`config.mk`:
```
export PLATFORM = sky130hd
export DESIGN_NAME = rdlc_regs
export DESIGN_NICKNAME = d
export VERILOG_FILES = /design/src/rdlc_pkg.sv /design/src/rdlc_i2c_slave.sv /design/src/rdlc_regs.sv
export SDC_FILE = /design/constraint.sdc
export NUM_CORES = 1
export LEC_CHECK = 0
export BUFFER_PORTS_ARGS = -buffer_cell sky130_fd_sc_hd__clkbuf_2
export CORE_ASPECT_RATIO = 0.9
export CORE_UTILIZATION = 30
export CTS_CLUSTER_DIAMETER = 100
export DETAILED_ROUTE_END_ITERATION = 10
export SLEW_MARGIN = 20
export SYNTH_ARGS = -nofsm -noshare
export SYNTH_HDL_FRONTEND = slang
export SYNTH_HIERARCHICAL = 1
export SYNTH_SLANG_ARGS = --single-unit
```
`constraint.sdc`:
```
create_clock -name clk -period 3.4 [get_ports clk]
set_input_delay 0.68 -clock clk [delete_from_list [all_inputs] [get_ports clk]]
set_output_delay 0.68 -clock clk [all_outputs]
set_load 0.005 [all_outputs]
```
`src/rdlc_pkg.sv`:
```
// Shared constants of the redriver equalization and link control registers
package rdlc_pkg;
  // Register offsets
  localparam logic [7:0] DOWN_EQ_OFFSET = 8'h20;
  localparam logic [7:0] UP_EQ_OFFSET = 8'h21;
  localparam logic [7:0] LINK_CTRL_OFFSET = 8'h22;
  // Reset values
  localparam logic [7:0] DOWN_EQ_RESET = 8'h00;
  localparam logic [3:0] UP_EQ_RESET = 4'h0;
  localparam logic [6:0] LINK_CTRL_RESET = 7'h04;
  // Field positions in the link control register
  localparam int COMPLIANCE_ACTIVE_BIT = 7;
  localparam int APPLY_A_BIT = 6;
  localparam int EXIT_DEBOUNCE_BIT = 5;
  localparam int DETECT_OFF_BIT = 4;
  localparam int DETECT_PERIOD_LSB = 2;
  localparam int COMPLIANCE_SEL_LSB = 0;
  // Compliance mode encodings
  localparam logic [1:0] COMPLIANCE_FSM = 2'h0;
  localparam logic [1:0] COMPLIANCE_DOWN = 2'h1;
  localparam logic [1:0] COMPLIANCE_UP = 2'h2;
  localparam logic [1:0] COMPLIANCE_OFF = 2'h3;
  // Four-level strap codes
  localparam logic [1:0] STRAP_LOW = 2'h0;
  localparam logic [1:0] STRAP_RES = 2'h1;
  localparam logic [1:0] STRAP_FLOAT = 2'h2;
  localparam logic [1:0] STRAP_HIGH = 2'h3;
  // Slave address: upper bits fixed, low bits from the two address straps
  localparam logic [2:0] SLAVE_ADDR_TOP = 3'h1;
  // Timing
  localparam int CLK_FREQ_KHZ = 40000;
  localparam int EXIT_DEBOUNCE_US = 200;
  localparam int EXIT_DEBOUNCE_CYCLES = EXIT_DEBOUNCE_US * CLK_FREQ_KHZ / 1000;
  localparam int DETECT_8_MS = 8;
  localparam int DETECT_12_MS = 12;
  localparam int DETECT_48_MS = 48;
  localparam int DETECT_96_MS = 96;
  localparam int DETECT_8_CYCLES = DETECT_8_MS * CLK_FREQ_KHZ;
  localparam int DETECT_12_CYCLES = DETECT_12_MS * CLK_FREQ_KHZ;
  localparam int DETECT_48_CYCLES = DETECT_48_MS * CLK_FREQ_KHZ;
  localparam int DETECT_96_CYCLES = DETECT_96_MS * CLK_FREQ_KHZ;
  localparam logic [1:0] STRAP_SETTLE_CYCLES = 2'h3;

  typedef enum logic [4:0] {
    RDLC_IDLE = 5'b00001,
    RDLC_RXBYTE = 5'b00010,
    RDLC_ACK = 5'b00100,
    RDLC_TXBYTE = 5'b01000,
    RDLC_RXACK = 5'b10000
  } rdlc_state_t;

  // Strap level to equalization code; upstream spans a wider range
  function automatic logic [3:0] rdlc_eq_from_strap(input logic [1:0] level, input logic up);
    case (level)
      STRAP_LOW: rdlc_eq_from_strap = 4'h0;
      STRAP_RES: rdlc_eq_from_strap = up ? 4'h4 : 4'h3;
      STRAP_FLOAT: rdlc_eq_from_strap = up ? 4'h8 : 4'h6;
      default: rdlc_eq_from_strap = up ? 4'hb : 4'h9;
    endcase
  endfunction : rdlc_eq_from_strap
endpackage : rdlc_pkg

```
`src/rdlc_i2c_slave.sv`:
```
// Byte-wide two-wire slave with a register pointer
`timescale 1ns/1ps
module rdlc_i2c_slave
  import rdlc_pkg::*;
(
  // Clock and reset
  input wire logic clk,
  input wire logic rst_n,
  // Bus pins
  input wire logic sclIn,
  input wire logic sdaIn,
  output logic sdaOe,
  // Register side
  input wire logic [6:0] devAddr,
  input wire logic [7:0] rdData,
  output logic [7:0] regPtr,
  output logic wrEn,
  output logic [7:0] wrData
);
  logic [1:0] sclSync_reg, sdaSync_reg;
  logic sclPrev_reg, sdaPrev_reg;
  rdlc_state_t state_reg;
  logic [7:0] shift_reg;
  logic [3:0] bitCnt_reg;
  logic [1:0] phase_reg;
  logic readMode_reg, masterAck_reg;

  wire sclNow = sclSync_reg[1];
  wire sdaNow = sdaSync_reg[1];
  wire startSeen = sclNow && sclPrev_reg && sdaPrev_reg && !sdaNow;
  wire stopSeen = sclNow && sclPrev_reg && !sdaPrev_reg && sdaNow;
  wire sclRise = sclNow && !sclPrev_reg;
  wire sclFall = !sclNow && sclPrev_reg;
  wire byteDone = sclFall && (bitCnt_reg == 4'h8);
  wire addrHit = (shift_reg[7:1] == devAddr);

  // Two flops before any logic looks at the pins
  always_ff @(posedge clk or negedge rst_n) begin
    if (!rst_n) begin
      sclSync_reg <= 2'h3;
      sdaSync_reg <= 2'h3;
      sclPrev_reg <= 1'b1;
      sdaPrev_reg <= 1'b1;
    end else begin
      sclSync_reg <= {sclSync_reg[0], sclIn};
      sdaSync_reg <= {sdaSync_reg[0], sdaIn};
      sclPrev_reg <= sclNow;
      sdaPrev_reg <= sdaNow;
    end
  end

  // Phase 0 address, 1 register index, 2 data
  always_ff @(posedge clk or negedge rst_n) begin
    if (!rst_n) begin
      state_reg <= RDLC_IDLE;
      shift_reg <= 8'h00;
      bitCnt_reg <= 4'h0;
      phase_reg <= 2'h0;
      readMode_reg <= 1'b0;
      masterAck_reg <= 1'b0;
      regPtr <= 8'h00;
      wrEn <= 1'b0;
      wrData <= 8'h00;
      sdaOe <= 1'b0;
    end else begin
      wrEn <= 1'b0;
      if (startSeen) begin
        state_reg <= RDLC_RXBYTE;
        bitCnt_reg <= 4'h0;
        phase_reg <= 2'h0;
        sdaOe <= 1'b0;
      end else if (stopSeen) begin
        state_reg <= RDLC_IDLE;
        sdaOe <= 1'b0;
      end else begin
        case (state_reg)
          RDLC_RXBYTE: begin
            if (sclRise) begin
              shift_reg <= {shift_reg[6:0], sdaNow};
              bitCnt_reg <= bitCnt_reg + 4'h1;
            end else if (byteDone) begin
              if (phase_reg == 2'h0 && !addrHit) begin
                state_reg <= RDLC_IDLE;
              end else begin
                state_reg <= RDLC_ACK;
                sdaOe <= 1'b1;
                if (phase_reg == 2'h0) begin
                  readMode_reg <= shift_reg[0];
                end else if (phase_reg == 2'h1) begin
                  regPtr <= shift_reg;
                end else begin
                  wrEn <= 1'b1;
                  wrData <= shift_reg;
                end
              end
            end
          end
          RDLC_ACK: begin
            if (sclFall) begin
              bitCnt_reg <= 4'h0;
              if (phase_reg == 2'h2 && !readMode_reg) begin
                regPtr <= regPtr + 8'h01;
              end
              if (phase_reg == 2'h0 && readMode_reg) begin
                state_reg <= RDLC_TXBYTE;
                shift_reg <= rdData;
                sdaOe <= !rdData[7];
              end else begin
                state_reg <= RDLC_RXBYTE;
                sdaOe <= 1'b0;
                phase_reg <= (phase_reg == 2'h0) ? 2'h1 : 2'h2;
              end
            end
          end
          RDLC_TXBYTE: begin
            if (sclRise) begin
              bitCnt_reg <= bitCnt_reg + 4'h1;
            end else if (byteDone) begin
              state_reg <= RDLC_RXACK;
              sdaOe <= 1'b0;
              regPtr <= regPtr + 8'h01;
            end else if (sclFall) begin
              shift_reg <= {shift_reg[6:0], 1'b0};
              sdaOe <= !shift_reg[6];
            end
          end
          RDLC_RXACK: begin
            if (sclRise) begin
              masterAck_reg <= !sdaNow;
            end else if (sclFall) begin
              bitCnt_reg <= 4'h0;
              // A not-acknowledge ends the read until the next start
              state_reg <= masterAck_reg ? RDLC_TXBYTE : RDLC_IDLE;
              shift_reg <= rdData;
              sdaOe <= masterAck_reg && !rdData[7];
            end
          end
          default: state_reg <= RDLC_IDLE;
        endcase
      end
    end
  end
endmodule : rdlc_i2c_slave

```
`src/rdlc_regs.sv`:
```
// Equalization and link control register bank behind the two-wire port
//
// Contract
// - Register downstream_rx_eq_select bits 7:4 pick the second downstream receiver equalization, 0-9 dB.
// - Register downstream_rx_eq_select bits 3:0 pick the first downstream receiver equalization, 0-9 dB.
// - With override, software-written downstream fields drive the receivers.
// - Upstream field follows its straps without override, software value with it.
// - Register link_power_compliance_ctrl bit 7 reads one while in compliance mode.
// - Bit 6 zero forces zero equalization during LFPS; one keeps selected values.
// - Bit 5 one requires 200 us of LFPS before leaving U2 or U3.
// - Bit 4 one suppresses receiver detection while in U2 or U3.
// - Bits 3:2 set detection interval: 8, 12, 48 or 96 ms.
// - Bits 1:0: state machine, force downstream, force upstream, or disable compliance.
// - Reset reads 0x00 at downstream_rx_eq_select and upstream_rx_eq_select, 0x04 at link_power_compliance_ctrl.
// - Floating address straps give slave address 0x12; other levels give others.
// - Each receiver equalization is set independently through registers.
// - Override input selects strap-derived or programmed equalization.
// - Writes: address with write bit, register index, data; each byte acknowledged.
`timescale 1ns/1ps
module rdlc_regs
  import rdlc_pkg::*;
#(
  parameter int EXIT_DEBOUNCE_LEN = EXIT_DEBOUNCE_CYCLES,
  parameter int DETECT_8_LEN = DETECT_8_CYCLES,
  parameter int DETECT_12_LEN = DETECT_12_CYCLES,
  parameter int DETECT_48_LEN = DETECT_48_CYCLES,
  parameter int DETECT_96_LEN = DETECT_96_CYCLES
) (
  // Clock and reset
  input wire logic clk,
  input wire logic rst_n,
  // Two-wire bus; the pin is driven low while sdaOe is high
  input wire logic sclIn,
  input wire logic sdaIn,
  output logic sdaOut,
  output logic sdaOe,
  // Four-level straps
  input wire logic [1:0] downstreamEqStraps,
  input wire logic [1:0] upstreamEqStraps,
  input wire logic [1:0] addressStrapHigh,
  input wire logic [1:0] addressStrapLow,
  // Link state from on-chip logic
  input wire logic eqSourceOverride,
  input wire logic inLowPower,
  input wire logic complianceActiveIn,
  // Analog LFPS detector
  input wire logic lfpsDetect,
  // Equalization to the receivers
  output logic [3:0] firstDownstreamEq,
  output logic [3:0] secondDownstreamEq,
  output logic [3:0] upstreamEq,
  // Link control
  output logic lowPowerExitReq,
  output logic rxDetectStart,
  output logic forceDownstreamCompliance,
  output logic forceUpstreamCompliance,
  output logic complianceDisable
);
  logic [7:0] strapSync1_reg, strapSync2_reg, strapHeld_reg;
  logic [1:0] settleCnt_reg;
  logic strapValid_reg;
  logic [1:0] lfpsSync_reg;
  logic [7:0] downEq_reg, downEq_next;
  logic [3:0] upEq_reg, upEq_next;
  logic [6:0] linkCtrl_reg;
  logic complianceActive_reg;
  logic [12:0] debCnt_reg;
  logic [21:0] detCnt_reg;
  logic [7:0] regPtr, wrData, rdData;
  logic wrEn;

  // Straps pass two flops, then are held once settled
  always_ff @(posedge clk or negedge rst_n) begin
    if (!rst_n) begin
      strapSync1_reg <= 8'h00;
      strapSync2_reg <= 8'h00;
      strapHeld_reg <= 8'h00;
      settleCnt_reg <= 2'h0;
      strapValid_reg <= 1'b0;
    end else begin
      strapSync1_reg <= {downstreamEqStraps, upstreamEqStraps, addressStrapHigh, addressStrapLow};
      strapSync2_reg <= strapSync1_reg;
      if (!strapValid_reg) begin
        settleCnt_reg <= settleCnt_reg + 2'h1;
        if (settleCnt_reg == STRAP_SETTLE_CYCLES) begin
          strapHeld_reg <= strapSync2_reg;
          strapValid_reg <= 1'b1;
        end
      end
    end
  end

  wire [3:0] strapDownEq = rdlc_eq_from_strap(strapHeld_reg[7:6], 1'b0);
  wire [3:0] strapUpEq = rdlc_eq_from_strap(strapHeld_reg[5:4], 1'b1);
  // Floating on both straps lands on 0x12
  wire [6:0] devAddr = {SLAVE_ADDR_TOP, strapHeld_reg[3:2] ^ STRAP_FLOAT, strapHeld_reg[1:0]};

  rdlc_i2c_slave u_slave (
    .clk(clk),
    .rst_n(rst_n),
    .sclIn(sclIn),
    .sdaIn(sdaIn),
    .sdaOe(sdaOe),
    .devAddr(devAddr),
    .rdData(rdData),
    .regPtr(regPtr),
    .wrEn(wrEn),
    .wrData(wrData)
  );

  wire wrDown = wrEn && (regPtr == DOWN_EQ_OFFSET);
  wire wrUp = wrEn && (regPtr == UP_EQ_OFFSET);
  wire wrCtrl = wrEn && (regPtr == LINK_CTRL_OFFSET);
  wire mirrorStraps = !eqSourceOverride && strapValid_reg;

  // Without override, software writes are overrun by the strap values
  assign downEq_next = mirrorStraps ? {strapDownEq, strapDownEq} :
                       (eqSourceOverride && wrDown) ? wrData : downEq_reg;
  assign upEq_next = mirrorStraps ? strapUpEq :
                     (eqSourceOverride && wrUp) ? wrData[3:0] : upEq_reg;

  assign rdData = (regPtr == DOWN_EQ_OFFSET) ? downEq_reg :
                  (regPtr == UP_EQ_OFFSET) ? {4'h0, upEq_reg} :
                  (regPtr == LINK_CTRL_OFFSET) ? {complianceActive_reg, linkCtrl_reg} :
                  8'h00;

  always_ff @(posedge clk or negedge rst_n) begin
    if (!rst_n) begin
      downEq_reg <= DOWN_EQ_RESET;
      upEq_reg <= UP_EQ_RESET;
      linkCtrl_reg <= LINK_CTRL_RESET;
      complianceActive_reg <= 1'b0;
      sdaOut <= 1'b0;
    end else begin
      downEq_reg <= downEq_next;
      upEq_reg <= upEq_next;
      if (wrCtrl) begin
        linkCtrl_reg <= wrData[6:0];
      end
      complianceActive_reg <= complianceActiveIn;
      sdaOut <= 1'b0;
    end
  end

  // LFPS detector is analog, so it is synchronised
  always_ff @(posedge clk or negedge rst_n) begin
    if (!rst_n) begin
      lfpsSync_reg <= 2'h0;
    end else begin
      lfpsSync_reg <= {lfpsSync_reg[0], lfpsDetect};
    end
  end

  wire lfpsNow = lfpsSync_reg[1];
  wire zeroEq = lfpsNow && !linkCtrl_reg[APPLY_A_BIT];

  always_ff @(posedge clk or negedge rst_n) begin
    if (!rst_n) begin
      firstDownstreamEq <= 4'h0;
      secondDownstreamEq <= 4'h0;
      upstreamEq <= 4'h0;
    end else begin
      firstDownstreamEq <= zeroEq ? 4'h0 : downEq_reg[3:0];
      secondDownstreamEq <= zeroEq ? 4'h0 : downEq_reg[7:4];
      upstreamEq <= zeroEq ? 4'h0 : upEq_reg;
    end
  end

  // Exit request holds while LFPS persists; the link state machine leaves low power
  wire debounceOn = linkCtrl_reg[EXIT_DEBOUNCE_BIT];
  wire debounceDone = (debCnt_reg >= 13'(EXIT_DEBOUNCE_LEN - 1));
  always_ff @(posedge clk or negedge rst_n) begin
    if (!rst_n) begin
      debCnt_reg <= 13'h0000;
      lowPowerExitReq <= 1'b0;
    end else begin
      lowPowerExitReq <= inLowPower && lfpsNow && (!debounceOn || debounceDone);
      if (!inLowPower || !lfpsNow) begin
        debCnt_reg <= 13'h0000;
      end else if (!debounceDone) begin
        debCnt_reg <= debCnt_reg + 13'h0001;
      end
    end
  end

  // Detection period select
  wire [1:0] periodSel = linkCtrl_reg[DETECT_PERIOD_LSB +: 2];
  wire [21:0] detectLimit = (periodSel == 2'h0) ? 22'(DETECT_8_LEN - 1) :
                            (periodSel == 2'h1) ? 22'(DETECT_12_LEN - 1) :
                            (periodSel == 2'h2) ? 22'(DETECT_48_LEN - 1) :
                            22'(DETECT_96_LEN - 1);
  wire detectEnabled = !(inLowPower && linkCtrl_reg[DETECT_OFF_BIT]);
  wire detectDue = detectEnabled && (detCnt_reg >= detectLimit);

  always_ff @(posedge clk or negedge rst_n) begin
    if (!rst_n) begin
      detCnt_reg <= 22'h000000;
      rxDetectStart <= 1'b0;
    end else begin
      rxDetectStart <= detectDue;
      // Control writes restart the count, so a shorter period never finds it overrun
      if (!detectEnabled || detectDue || wrCtrl) begin
        detCnt_reg <= 22'h000000;
      end else begin
        detCnt_reg <= detCnt_reg + 22'h000001;
      end
    end
  end

  wire [1:0] complianceSel = linkCtrl_reg[COMPLIANCE_SEL_LSB +: 2];
  always_ff @(posedge clk or negedge rst_n) begin
    if (!rst_n) begin
      forceDownstreamCompliance <= 1'b0;
      forceUpstreamCompliance <= 1'b0;
      complianceDisable <= 1'b0;
    end else begin
      forceDownstreamCompliance <= (complianceSel == COMPLIANCE_DOWN);
      forceUpstreamCompliance <= (complianceSel == COMPLIANCE_UP);
      complianceDisable <= (complianceSel == COMPLIANCE_OFF);
    end
  end

  a_down_mirror: assert property (@(posedge clk) disable iff (!rst_n)
    mirrorStraps |=> downEq_reg == {$past(strapDownEq), $past(strapDownEq)})
    else $error("downstream field not following straps");
  a_down_override: assert property (@(posedge clk) disable iff (!rst_n)
    (eqSourceOverride && wrDown) |=> ##1 secondDownstreamEq == ($past(zeroEq) ? 4'h0 : $past(wrData, 2) >> 4))
    else $error("written downstream value not applied");
  a_up_reserved: assert property (@(posedge clk) disable iff (!rst_n)
    (regPtr == UP_EQ_OFFSET) |-> rdData[7:4] == 4'h0)
    else $error("upstream reserved bits not zero");
  a_up_source: assert property (@(posedge clk) disable iff (!rst_n)
    (eqSourceOverride && !wrUp) |=> $stable(upEq_reg))
    else $error("upstream field changed under override");
  a_status_bit: assert property (@(posedge clk) disable iff (!rst_n)
    (regPtr == LINK_CTRL_OFFSET) ##1 (regPtr == LINK_CTRL_OFFSET) |-> rdData[7] == $past(complianceActiveIn))
    else $error("compliance status bit wrong");
  a_lfps_zero: assert property (@(posedge clk) disable iff (!rst_n)
    zeroEq |=> firstDownstreamEq == 4'h0 && upstreamEq == 4'h0)
    else $error("equalization not zero during LFPS");
  a_exit_debounce: assert property (@(posedge clk) disable iff (!rst_n)
    ($rose(lowPowerExitReq) && $past(debounceOn)) |-> $past(debCnt_reg) == 13'(EXIT_DEBOUNCE_LEN - 1))
    else $error("low power exit before debounce time");
  a_detect_off: assert property (@(posedge clk) disable iff (!rst_n)
    (inLowPower && linkCtrl_reg[DETECT_OFF_BIT]) |=> !rxDetectStart)
    else $error("detection in low power while suppressed");
  a_detect_period: assert property (@(posedge clk) disable iff (!rst_n)
    rxDetectStart |-> $past(detCnt_reg) == $past(detectLimit))
    else $error("detection interval wrong");
  a_compliance_map: assert property (@(posedge clk) disable iff (!rst_n)
    (complianceSel == COMPLIANCE_FSM) |=> !forceDownstreamCompliance && !forceUpstreamCompliance
      && !complianceDisable)
    else $error("compliance forced in state machine mode");
endmodule : rdlc_regs

```
==> impl_metrics.yaml, run 1 <==
timing:
  worst_pin_slew_ns: 0.954
  max-slew-margin-rel_pct: 35.7
  hold_violations: 0
  setup_violations: 0
  min_period_ns: 2.80
  drv_slew: 0
  fin_skew_ns: 0.0150
  max_freq_mhz: 357
  fin_tns_setup_ns: 0
  period_share_pct: 82.5
  rsz0062_at_grt: "no"
cells_and_area:
  fin_util_pct: 35.3
  multiInputGateArea_um2: 3420
  nFillCells: 2341
  syn2layout_area_growth_pct: 14.3
  num_antenna_cells: 0
  final_cell_mix: "dfrtp_1 (138), nand2_1 (84), nor2_1 (73)"
  drive_gt1_share_pct: 15.8
  final_common_cell: "dfrtp_1"
  nNetsFinal: 803
  largest_register_ffs: 22
  seq_area_um2: 3660
floorplanning:
  die_x_um: 167
  die_y_um: 150
  ios: 35
  dieArea_um2: 25000
  initial_core_util_pct: 30.9
  num_rows: 53
  core_area_um2: 23700
setup_path:
  startpoint_type: "register"
  end_kind: "register"
  path_cells: "inv_1 > ha_1 > or2_2 > ha_1 > nand4_1 > nor3_1 > o21ai_0 > nand3_1 > buf_4 > nor2_1"
  slowest_stage: "dfstp_2"
  critPathKind: "reg -> reg"
  arrival_ns: 3.11
  cp_common_cell: "ha_1"
  slowest_delay_ns: 0.58
  rr_worst_depth: 10
  cp.required_ns: 3.70
  worstPathMaxFanout: 22
drt:
  routedWlPerCell_um: 14.3
  drt_wl_total_mm: 15.4
  drt_iter0_markers: 327
  remaining_drc_errors: 1
  vias_per_cell: 4.93
  drt-pass1-iter-count: 9
  ant_nets: 0
  num_vias: 5289
cts:
  htreeDepth: 4
  clk_latency_ns: 0.44
  clock_sinks: 146
  cts_tree: "yes"
  cts-root-buf: "clkbuf_16"
  cts_resized: 0
  cts_buffers: 17
  cts_hold_buffers: 0
  clockBufferDepth: 2
  clk_pin_slew_ns: 0.06
  cts_setup_buffers: 0
pwr:
  total_leakage_power_nw: 3.72
  swShare_pct: 24.4
  p_seq_share_pct: 47.8
  clockPowerShare_pct: 48.0
  p_switching_mw: 0.940
  internal-power_mw: 2.92
  powerDensity_nw_per_um2: 461
  pwr-share-comb_pct: 4.2
  ir_drop_uv: 272
synthesis:
  synth_cells: 724
  synthFlopType: "dfrtp_1"
  synth_edf_count: 0
  avgSynthCellArea_um2: 10.1
  ys_seq_elements: 146
  async_flop_share_pct: 100
  syn_area_um2: 7320
  yosys_warnings: 6
  yosysSeqAreaShare_pct: 50.1
  synthDistinctLibCells: 60
min_path:
  min_path_type: "in -> async"
run_status:
  status: "finished, violations left"
  violations: "DRC"
placement:
  place_hpwl_mm: 10.7
  gp_congestion: 0.830
  io_buffers: 33
grt:
  grt_max_degree: 78
  grt_pass1_wl_mm: 26.2
  grt_use_total_pct: 13.3
  antenna_found_initial: 0
  first_global_vias: 5053
  grt_remaining_overflow: 0
flow_run:
  cap_viol_max_count: 0
[cells by family after synthesis]
kind of cell	share of synthesized area [%]
buffers and inverters	3.27
muxes	6.67
and+or+nand+nor	20.3
xor gates and xnor gates	5.03
DFF	50.1
adders and majority gates	4.96
other	0.103
AOI/OAI and AO/OA	9.61
[worst max-delay path: cells and delay by family, from the launching register on]
family / cells / cell delay, ns
AO/OA/AOI/OAI: 1 / 0.20
adder cells (fa/ha/maj): 2 / 0.57
buffers and inverters: 2 / 0.37
flip-flops: 1 / 0.58
AND/OR/NAND/NOR: 5 / 0.95
[synth_stat cells, drive strengths merged, types with 3 or more instances]
library cell	n	area share [%]
a22oi	3	0.31
nand3	22	1.5
o22ai	3	0.26
nor3	19	1.4
a31oi	10	0.85
mux2	30	4.6
ha	29	5.0
or3	5	0.43
nor3b	4	0.41
nor2	75	4.1
nand2	84	4.3
nand3b	3	0.31
nor2b	12	1.0
mux2i	15	2.1
o2bb2ai	3	0.36
nand4	12	1.0
nor4	8	0.68
and2	20	1.7
inv	24	1.2
o21ai	26	1.8
xor2	15	1.8
and3	5	0.43
clkbuf	9	0.60
xnor2	27	3.2
dfrtp	138	47
and4	8	0.96
a21oi	40	2.7
o211ai	3	0.31
dfstp	8	2.9
o31ai	5	0.51
or2	6	0.51
buf	17	1.4
nand2b	10	0.89
[layout make-up]
cell class,count,area share [%]
Clock inverter,12,1.45
Clock buffer,20,5.46
Tap cell,302,4.52
Inverter,24,1.08
Timing Repair Buffer,39,2.74
Multi-Input combinational cell,530,40.9
Sequential cell,146,43.8
[stage by stage]
| stage | area, um^2 | hold slack [ns] | cells | setup WS [ns] | power [mW] |
|---|---|---|---|---|---|
| floorplan | 7320 | 0.331 | 726 | 0.906 | 1.95 |
| global placement | 7780 | 0.332 | 1041 | 0.774 | 2.04 |
| detailed placement | 7780 | 0.335 | 1041 | 0.615 | 2.04 |
| CTS | 8360 | 0.306 | 1073 | 0.602 | 3.90 |
| global route | 8360 | 0.308 | 1073 | 0.392 | 4.01 |
| finish | 8360 | 0.290 | 1073 | 0.596 | 3.85 |
[power groups by stage]
stage | clock, mW | sequential (mW) | combinational [mW]
finish | 1.85 | 1.84 | 0.161
global route | 1.98 | 1.85 | 0.186
CTS | 1.89 | 1.84 | 0.166
detailed placement | 0 | 1.87 | 0.165
global placement | 0 | 1.87 | 0.164
floorplan | 0 | 1.85 | 0.0952
[worst paths after layout]
path	start	endpoint	slack (ns)
setup / recovery	linkCtrl_reg[2]$_DFFE_PN1P_	detCnt_reg[8]$_DFF_PN0_	0.60
hold / removal	rst_n	detCnt_reg[2]$_DFF_PN0_	0.29
setup reg to reg	linkCtrl_reg[2]$_DFFE_PN1P_	detCnt_reg[8]$_DFF_PN0_	0.60
hold reg to reg	strapSync1_reg[7]$_DFF_PN0_	strapSync2_reg[7]$_DFF_PN0_	0.35
max in group asynchronous	rst_n	detCnt_reg[16]$_DFF_PN0_	2.36
min in group clk	sdaIn	u_slave/sdaSync_reg[0]$_DFF_PN1_	0.32
[routing by layer]
layer	routed length (um)	track usage [%]	share of wire [%]
met1	7540	18.2	49
met2	6960	20.1	45
met3	584	3.15	3.8
met4	306	5.69	2.0
met5	0	0	0
Note: power is estimated with default switching activity, not from simulation.
==> run 2: changes to the inputs <==
==> constraint.sdc (replaced) <==
create_clock -name clk -period 2.9 [get_ports clk]
set_input_delay 0.58 -clock clk [delete_from_list [all_inputs] [get_ports clk]]
set_output_delay 0.58 -clock clk [all_outputs]
set_load 0.005 [all_outputs]
==> impl_metrics.yaml, run 2 (synthesized netlist as in run 1, its figures left out) <==
cells_and_area:
  largest_register_ffs: 22
  stdcell_count: 1077
  syn2layout_area_growth_pct: 15.2
  num_antenna_cells: 0
  nFillCells: 2335
  fin_util_pct: 35.6
  drive_gt1_share_pct: 16.6
  nNetsFinal: 807
  final_cell_mix: "dfrtp_1 (138), nand2_1 (84), nor2_1 (73)"
  final_common_cell: "dfrtp_1"
drt:
  drt_iter0_markers: 415
  vias_per_cell: 4.89
  remaining_drc_errors: 1
  routedWlPerCell_um: 14.2
  drt-pass1-iter-count: 9
  drt_wl_total_mm: 15.3
  num_vias: 5270
  ant_nets: 0
timing:
  rsz0062_at_grt: "no"
  fin_tns_setup_ns: 0
  hold_violations: 0
  max_freq_mhz: 379
  max-slew-margin-rel_pct: 29.8
  drv_slew: 0
  setup_violations: 0
  min_period_ns: 2.64
  fin_skew_ns: 0.0102
  worst_pin_slew_ns: 1.05
  period_share_pct: 91.0
  finalWorstSetupSlack_ns: 0.261
setup_path:
  rr_startpoint: "linkCtrl_reg[2]$_DFFE_PN1P_"
  cp.required_ns: 3.25
  rrSetupSlack_ns: 0.26
  critPathKind: "reg -> reg"
  rr_worst_depth: 10
  r2r-end: "detCnt_reg[4]$_DFF_PN0_"
  startpoint_type: "register"
  end_kind: "register"
  arrival_ns: 2.99
  worstPathMaxFanout: 22
min_path:
  min_path_type: "in -> async"
flow_run:
  cap_viol_max_count: 0
cts:
  clk_pin_slew_ns: 0.06
  cts-root-buf: "clkbuf_16"
  htreeDepth: 4
  cts_tree: "yes"
  clockBufferDepth: 2
  cts_buffers: 17
  clock_sinks: 146
  cts_setup_buffers: 0
  clk_latency_ns: 0.43
pwr:
  powerDensity_nw_per_um2: 539
  ir_drop_uv: 376
  finalPower_mw: 4.54
  total_leakage_power_nw: 3.77
floorplanning:
  die_x_um: 167
  die_y_um: 150
  ios: 35
  dieArea_um2: 25000
  core_area_um2: 23700
  initial_core_util_pct: 30.9
  num_rows: 53
placement:
  dp_slack_ns: 0.165
  gp_congestion: 0.835
  io_buffers: 33
  place_hpwl_mm: 10.8
  dp_cells: 1045
run_status:
  status: "finished, violations left"
  violations: "DRC"
grt:
  first_global_vias: 5057
  grt_max_degree: 74
  grt_use_total_pct: 13.1
  grt_remaining_overflow: 0
  grt_pass1_wl_mm: 25.9
  antenna_found_initial: 0
run 2: changes by cell type in the layout (fill, tap and decap cells not counted):
cell / change
clkbuf_1: -1
clkinvlp_4: -3
a221oi_2: +1
clkinv_4: +3
clkinv_8: +1
buf_4: +3
a221oi_1: -1
buf_12: +1
nor3_2: +1
nor3_1: -1
inv_6: -2
inv_8: +4
clkbuf_8: -2
run 2: how the worst max path moves through the flow:
| stage | from | to | slack (ns) | depth (start not counted) |
|---|---|---|---|---|
| after CTS | linkCtrl_reg[2]$_DFFE_PN1P_ | detCnt_reg[4]$_DFF_PN0_ | 0.16 | 10 |
| after floorplan | linkCtrl_reg[2]$_DFFE_PN1P_ | detCnt_reg[7]$_DFF_PN0_ | 0.41 | 10 |
| after global routing | linkCtrl_reg[2]$_DFFE_PN1P_ | detCnt_reg[16]$_DFF_PN0_ | 0.03 | 10 |
| final | linkCtrl_reg[2]$_DFFE_PN1P_ | detCnt_reg[4]$_DFF_PN0_ | 0.26 | 10 |
| after global placement | linkCtrl_reg[2]$_DFFE_PN1P_ | detCnt_reg[3]$_DFF_PN0_ | 0.28 | 10 |
| after detailed placement | linkCtrl_reg[2]$_DFFE_PN1P_ | detCnt_reg[4]$_DFF_PN0_ | 0.16 | 10 |
run 2: worst max-delay path, stage by stage (launching register included):
cell	delay [ns]
dfstp_2	0.59
inv_1	0.12
ha_1	0.23
or2_2	0.31
ha_1	0.33
a21oi_1	0.15
nand2_1	0.08
a221oi_2	0.31
nand3_1	0.10
buf_4	0.22
nor2_1	0.13
run 2: layout make-up:
| type | instances | area [um^2] | area share (%) |
|---|---|---|---|
| clock buffer | 17 | 425 | 5.05 |
| multi-input combinational | 530 | 3430 | 40.7 |
| tap | 302 | 378 | 4.48 |
| sequential | 146 | 3660 | 43.5 |
| timing repair buffer | 43 | 272 | 3.22 |
| inverter | 24 | 90.1 | 1.07 |
| clock inverter | 15 | 169 | 2.00 |
run 2: where the power goes:
| part | switching [mW] | total (mW) | internal (mW) |
|---|---|---|---|
| sequential | 0.0537 | 2.15 | 2.10 |
| combinational | 0.121 | 0.199 | 0.0785 |
| clock | 0.966 | 2.19 | 1.23 |
run 2: routing by layer:
metal,global-route usage (%),share of wire (%),vias up
met2,19.9,45,124
met4,5.09,1.6,0
met5,0,0,-
li1,-,-,2593
met1,18.3,50,2537
met3,2.84,3.6,16
run 2: timing repair:
action / CTS / global route
hold endpoints to repair: 0 / 0
hold buffers: 0 / 0
resized for setup: 0 / 2
setup endpoints to repair: 0 / 22
run 2: stage by stage:
stage / hold slack, ns / area [um^2]
6_report: 0.186 / 8430
3_3_place_gp: 0.333 / 7830
3_5_place_dp: 0.335 / 7830
2_1_floorplan: 0.284 / 7320
4_1_cts: 0.205 / 8420
5_1_grt: 0.212 / 8430
==> run 3: changes to the inputs <==
--- a/config.mk
+++ b/config.mk
@@ -10,6 +10,7 @@
 export CORE_UTILIZATION = 30
 export CTS_CLUSTER_DIAMETER = 100
 export DETAILED_ROUTE_END_ITERATION = 10
+export SKIP_LAST_GASP = 1
 export SLEW_MARGIN = 20
 export SYNTH_ARGS = -nofsm -noshare
 export SYNTH_HDL_FRONTEND = slang
==> constraint.sdc (replaced) <==
create_clock -name clk -period 2.15 [get_ports clk]
set_input_delay 0.43 -clock clk [delete_from_list [all_inputs] [get_ports clk]]
set_output_delay 0.43 -clock clk [all_outputs]
set_load 0.005 [all_outputs]
==> impl_metrics.yaml, run 3 (synthesized netlist as in run 1, its figures left out) <==
grt:
  first_global_vias: 5229
  antenna_found_initial: 0
  grt_use_total_pct: 13.3
  grt_pass1_wl_mm: 26.4
  grt_max_degree: 45
  grt_remaining_overflow: 0
pwr:
  p_seq_share_pct: 47.1
  ir_drop_uv: 514
  p_switching_mw: 1.52
  powerDensity_nw_per_um2: 685
  swShare_pct: 24.7
  pwr-share-comb_pct: 4.9
  internal-power_mw: 4.63
  clockPowerShare_pct: 47.9
  finalPower_mw: 6.15
  total_leakage_power_nw: 4.04
cts:
  cts-root-buf: "clkbuf_16"
  htreeDepth: 4
  cts_tree: "yes"
  clock_sinks: 146
  clk_latency_ns: 0.43
  clk_pin_slew_ns: 0.07
  clockBufferDepth: 2
  cts_buffers: 17
timing:
  min_period_ns: 2.21
  worst_pin_slew_ns: 0.690
  drv_slew: 0
  period_share_pct: 103
  setup_violations: 23
  rsz0062_at_grt: "yes"
  max_freq_mhz: 452
  hold_violations: 0
  fin_skew_ns: 0.0144
  finalWorstSetupSlack_ns: -0.0640
  max-slew-margin-rel_pct: 53.4
run_status:
  status: "finished, violations left"
  violations: "DRC, setup timing"
cells_and_area:
  stdcell_area_um2: 8970
  nFillCells: 2346
  largest_register_ffs: 22
  syn2layout_area_growth_pct: 22.6
  seq_area_um2: 3660
  nNetsFinal: 860
  drive_gt1_share_pct: 24.2
  multiInputGateArea_um2: 3540
  final_common_cell: "dfrtp_1"
  num_antenna_cells: 0
  final_cell_mix: "dfrtp_1 (137), nand2_1 (84), nor2_1 (71)"
floorplanning:
  die_y_um: 150
  dieArea_um2: 25000
  die_x_um: 167
  initial_core_util_pct: 30.9
  num_rows: 53
  ios: 35
  core_area_um2: 23700
setup_path:
  worstPathMaxFanout: 22
  arrival_ns: 2.57
  startpoint_type: "register"
  cp.required_ns: 2.50
  critPathKind: "reg -> reg"
  end_kind: "register"
placement:
  dp_slack_ns: -0.104
  place_hpwl_mm: 11.6
  io_buffers: 33
  place_area_um2: 8290
  gp_congestion: 0.826
drt:
  remaining_drc_errors: 1
  drt-pass1-iter-count: 9
  drt_iter0_markers: 359
  vias_per_cell: 4.80
  num_vias: 5421
  ant_nets: 0
  drt_wl_total_mm: 16.1
  routedWlPerCell_um: 14.2
flow_run:
  cap_viol_max_count: 0
min_path:
  min_path_type: "in -> reg"
[run 3: through the flow]
step	hold slack [ns]	util (%)	instances	setup TNS [ns]
after CTS	0.0580	37.7	1130	-1.58
after global placement	0.333	35.0	1094	-1.07
after floorplan	0.134	-	726	-0.315
after detailed placement	0.335	35.0	1094	-2.17
final	0.0755	37.9	1130	-1.21
after global routing	0.0631	37.9	1130	-4.19
[run 3: worst max-delay path: stages, from the launching register on]
cell and delay, ns:
dfstp_2 0.56, inv_4 0.05, ha_4 0.15, or2_4 0.25, ha_4 0.26, a21oi_2 0.11
nand2_1 0.07, a221oi_2 0.30, nand3_2 0.13, buf_12 0.17, nor2_1 0.09
[run 3: path summary, 6_finish.rpt]
check,start,endpoint,slack [ns],cells after the start
min in group asynchronous,rst_n,complianceDisable$_DFF_PN0_,0.49,2
setup reg to reg,linkCtrl_reg[2]$_DFFE_PN1P_,detCnt_reg[20]$_DFF_PN0_,-0.06,10
hold reg to reg,strapSync1_reg[3]$_DFF_PN0_,strapSync2_reg[3]$_DFF_PN0_,0.35,0
hold / removal,sdaIn,u_slave/sdaSync_reg[0]$_DFF_PN1_,0.08,1
setup / recovery,linkCtrl_reg[2]$_DFFE_PN1P_,detCnt_reg[20]$_DFF_PN0_,-0.06,10
max in group asynchronous,rst_n,linkCtrl_reg[2]$_DFFE_PN1P_,0.99,3
[run 3: cell type report]
cell class / count / area share, %
sequential: 146 / 40.9
multi-input combinational: 530 / 39.5
timing repair buffer: 96 / 7.91
clock buffer: 19 / 4.94
tap: 302 / 4.21
clock inverter: 13 / 1.55
inverter: 24 / 1.03
[run 3: routing by layer]
metal	part of all wire [%]	vias to the layer above	track usage, %
met3	3.1	14	3.05
met5	0	-	0
met1	52	2610	18.8
li1	-	2710	-
met4	1.1	0	4.26
met2	44	87	20.1
[run 3: power by group through the flow]
| stage | clock, mW | sequential, mW | combinational [mW] |
|---|---|---|---|
| after global placement | 0 | 2.95 | 0.302 |
| after floorplan | 0 | 2.93 | 0.150 |
| after detailed placement | 0 | 2.95 | 0.305 |
| final | 2.95 | 2.90 | 0.303 |
| after CTS | 3.03 | 2.90 | 0.308 |
| after global routing | 3.12 | 2.91 | 0.345 |
[run 3: what timing repair did]
item / in CTS / in global routing
setup buffers: 3 / 1
hold endpoints to repair: 39 / 0
hold buffers: 1 / 0
gates resized for setup: 3 / 13
setup endpoints to repair: 33 / 40
pin swaps: 3 / 3
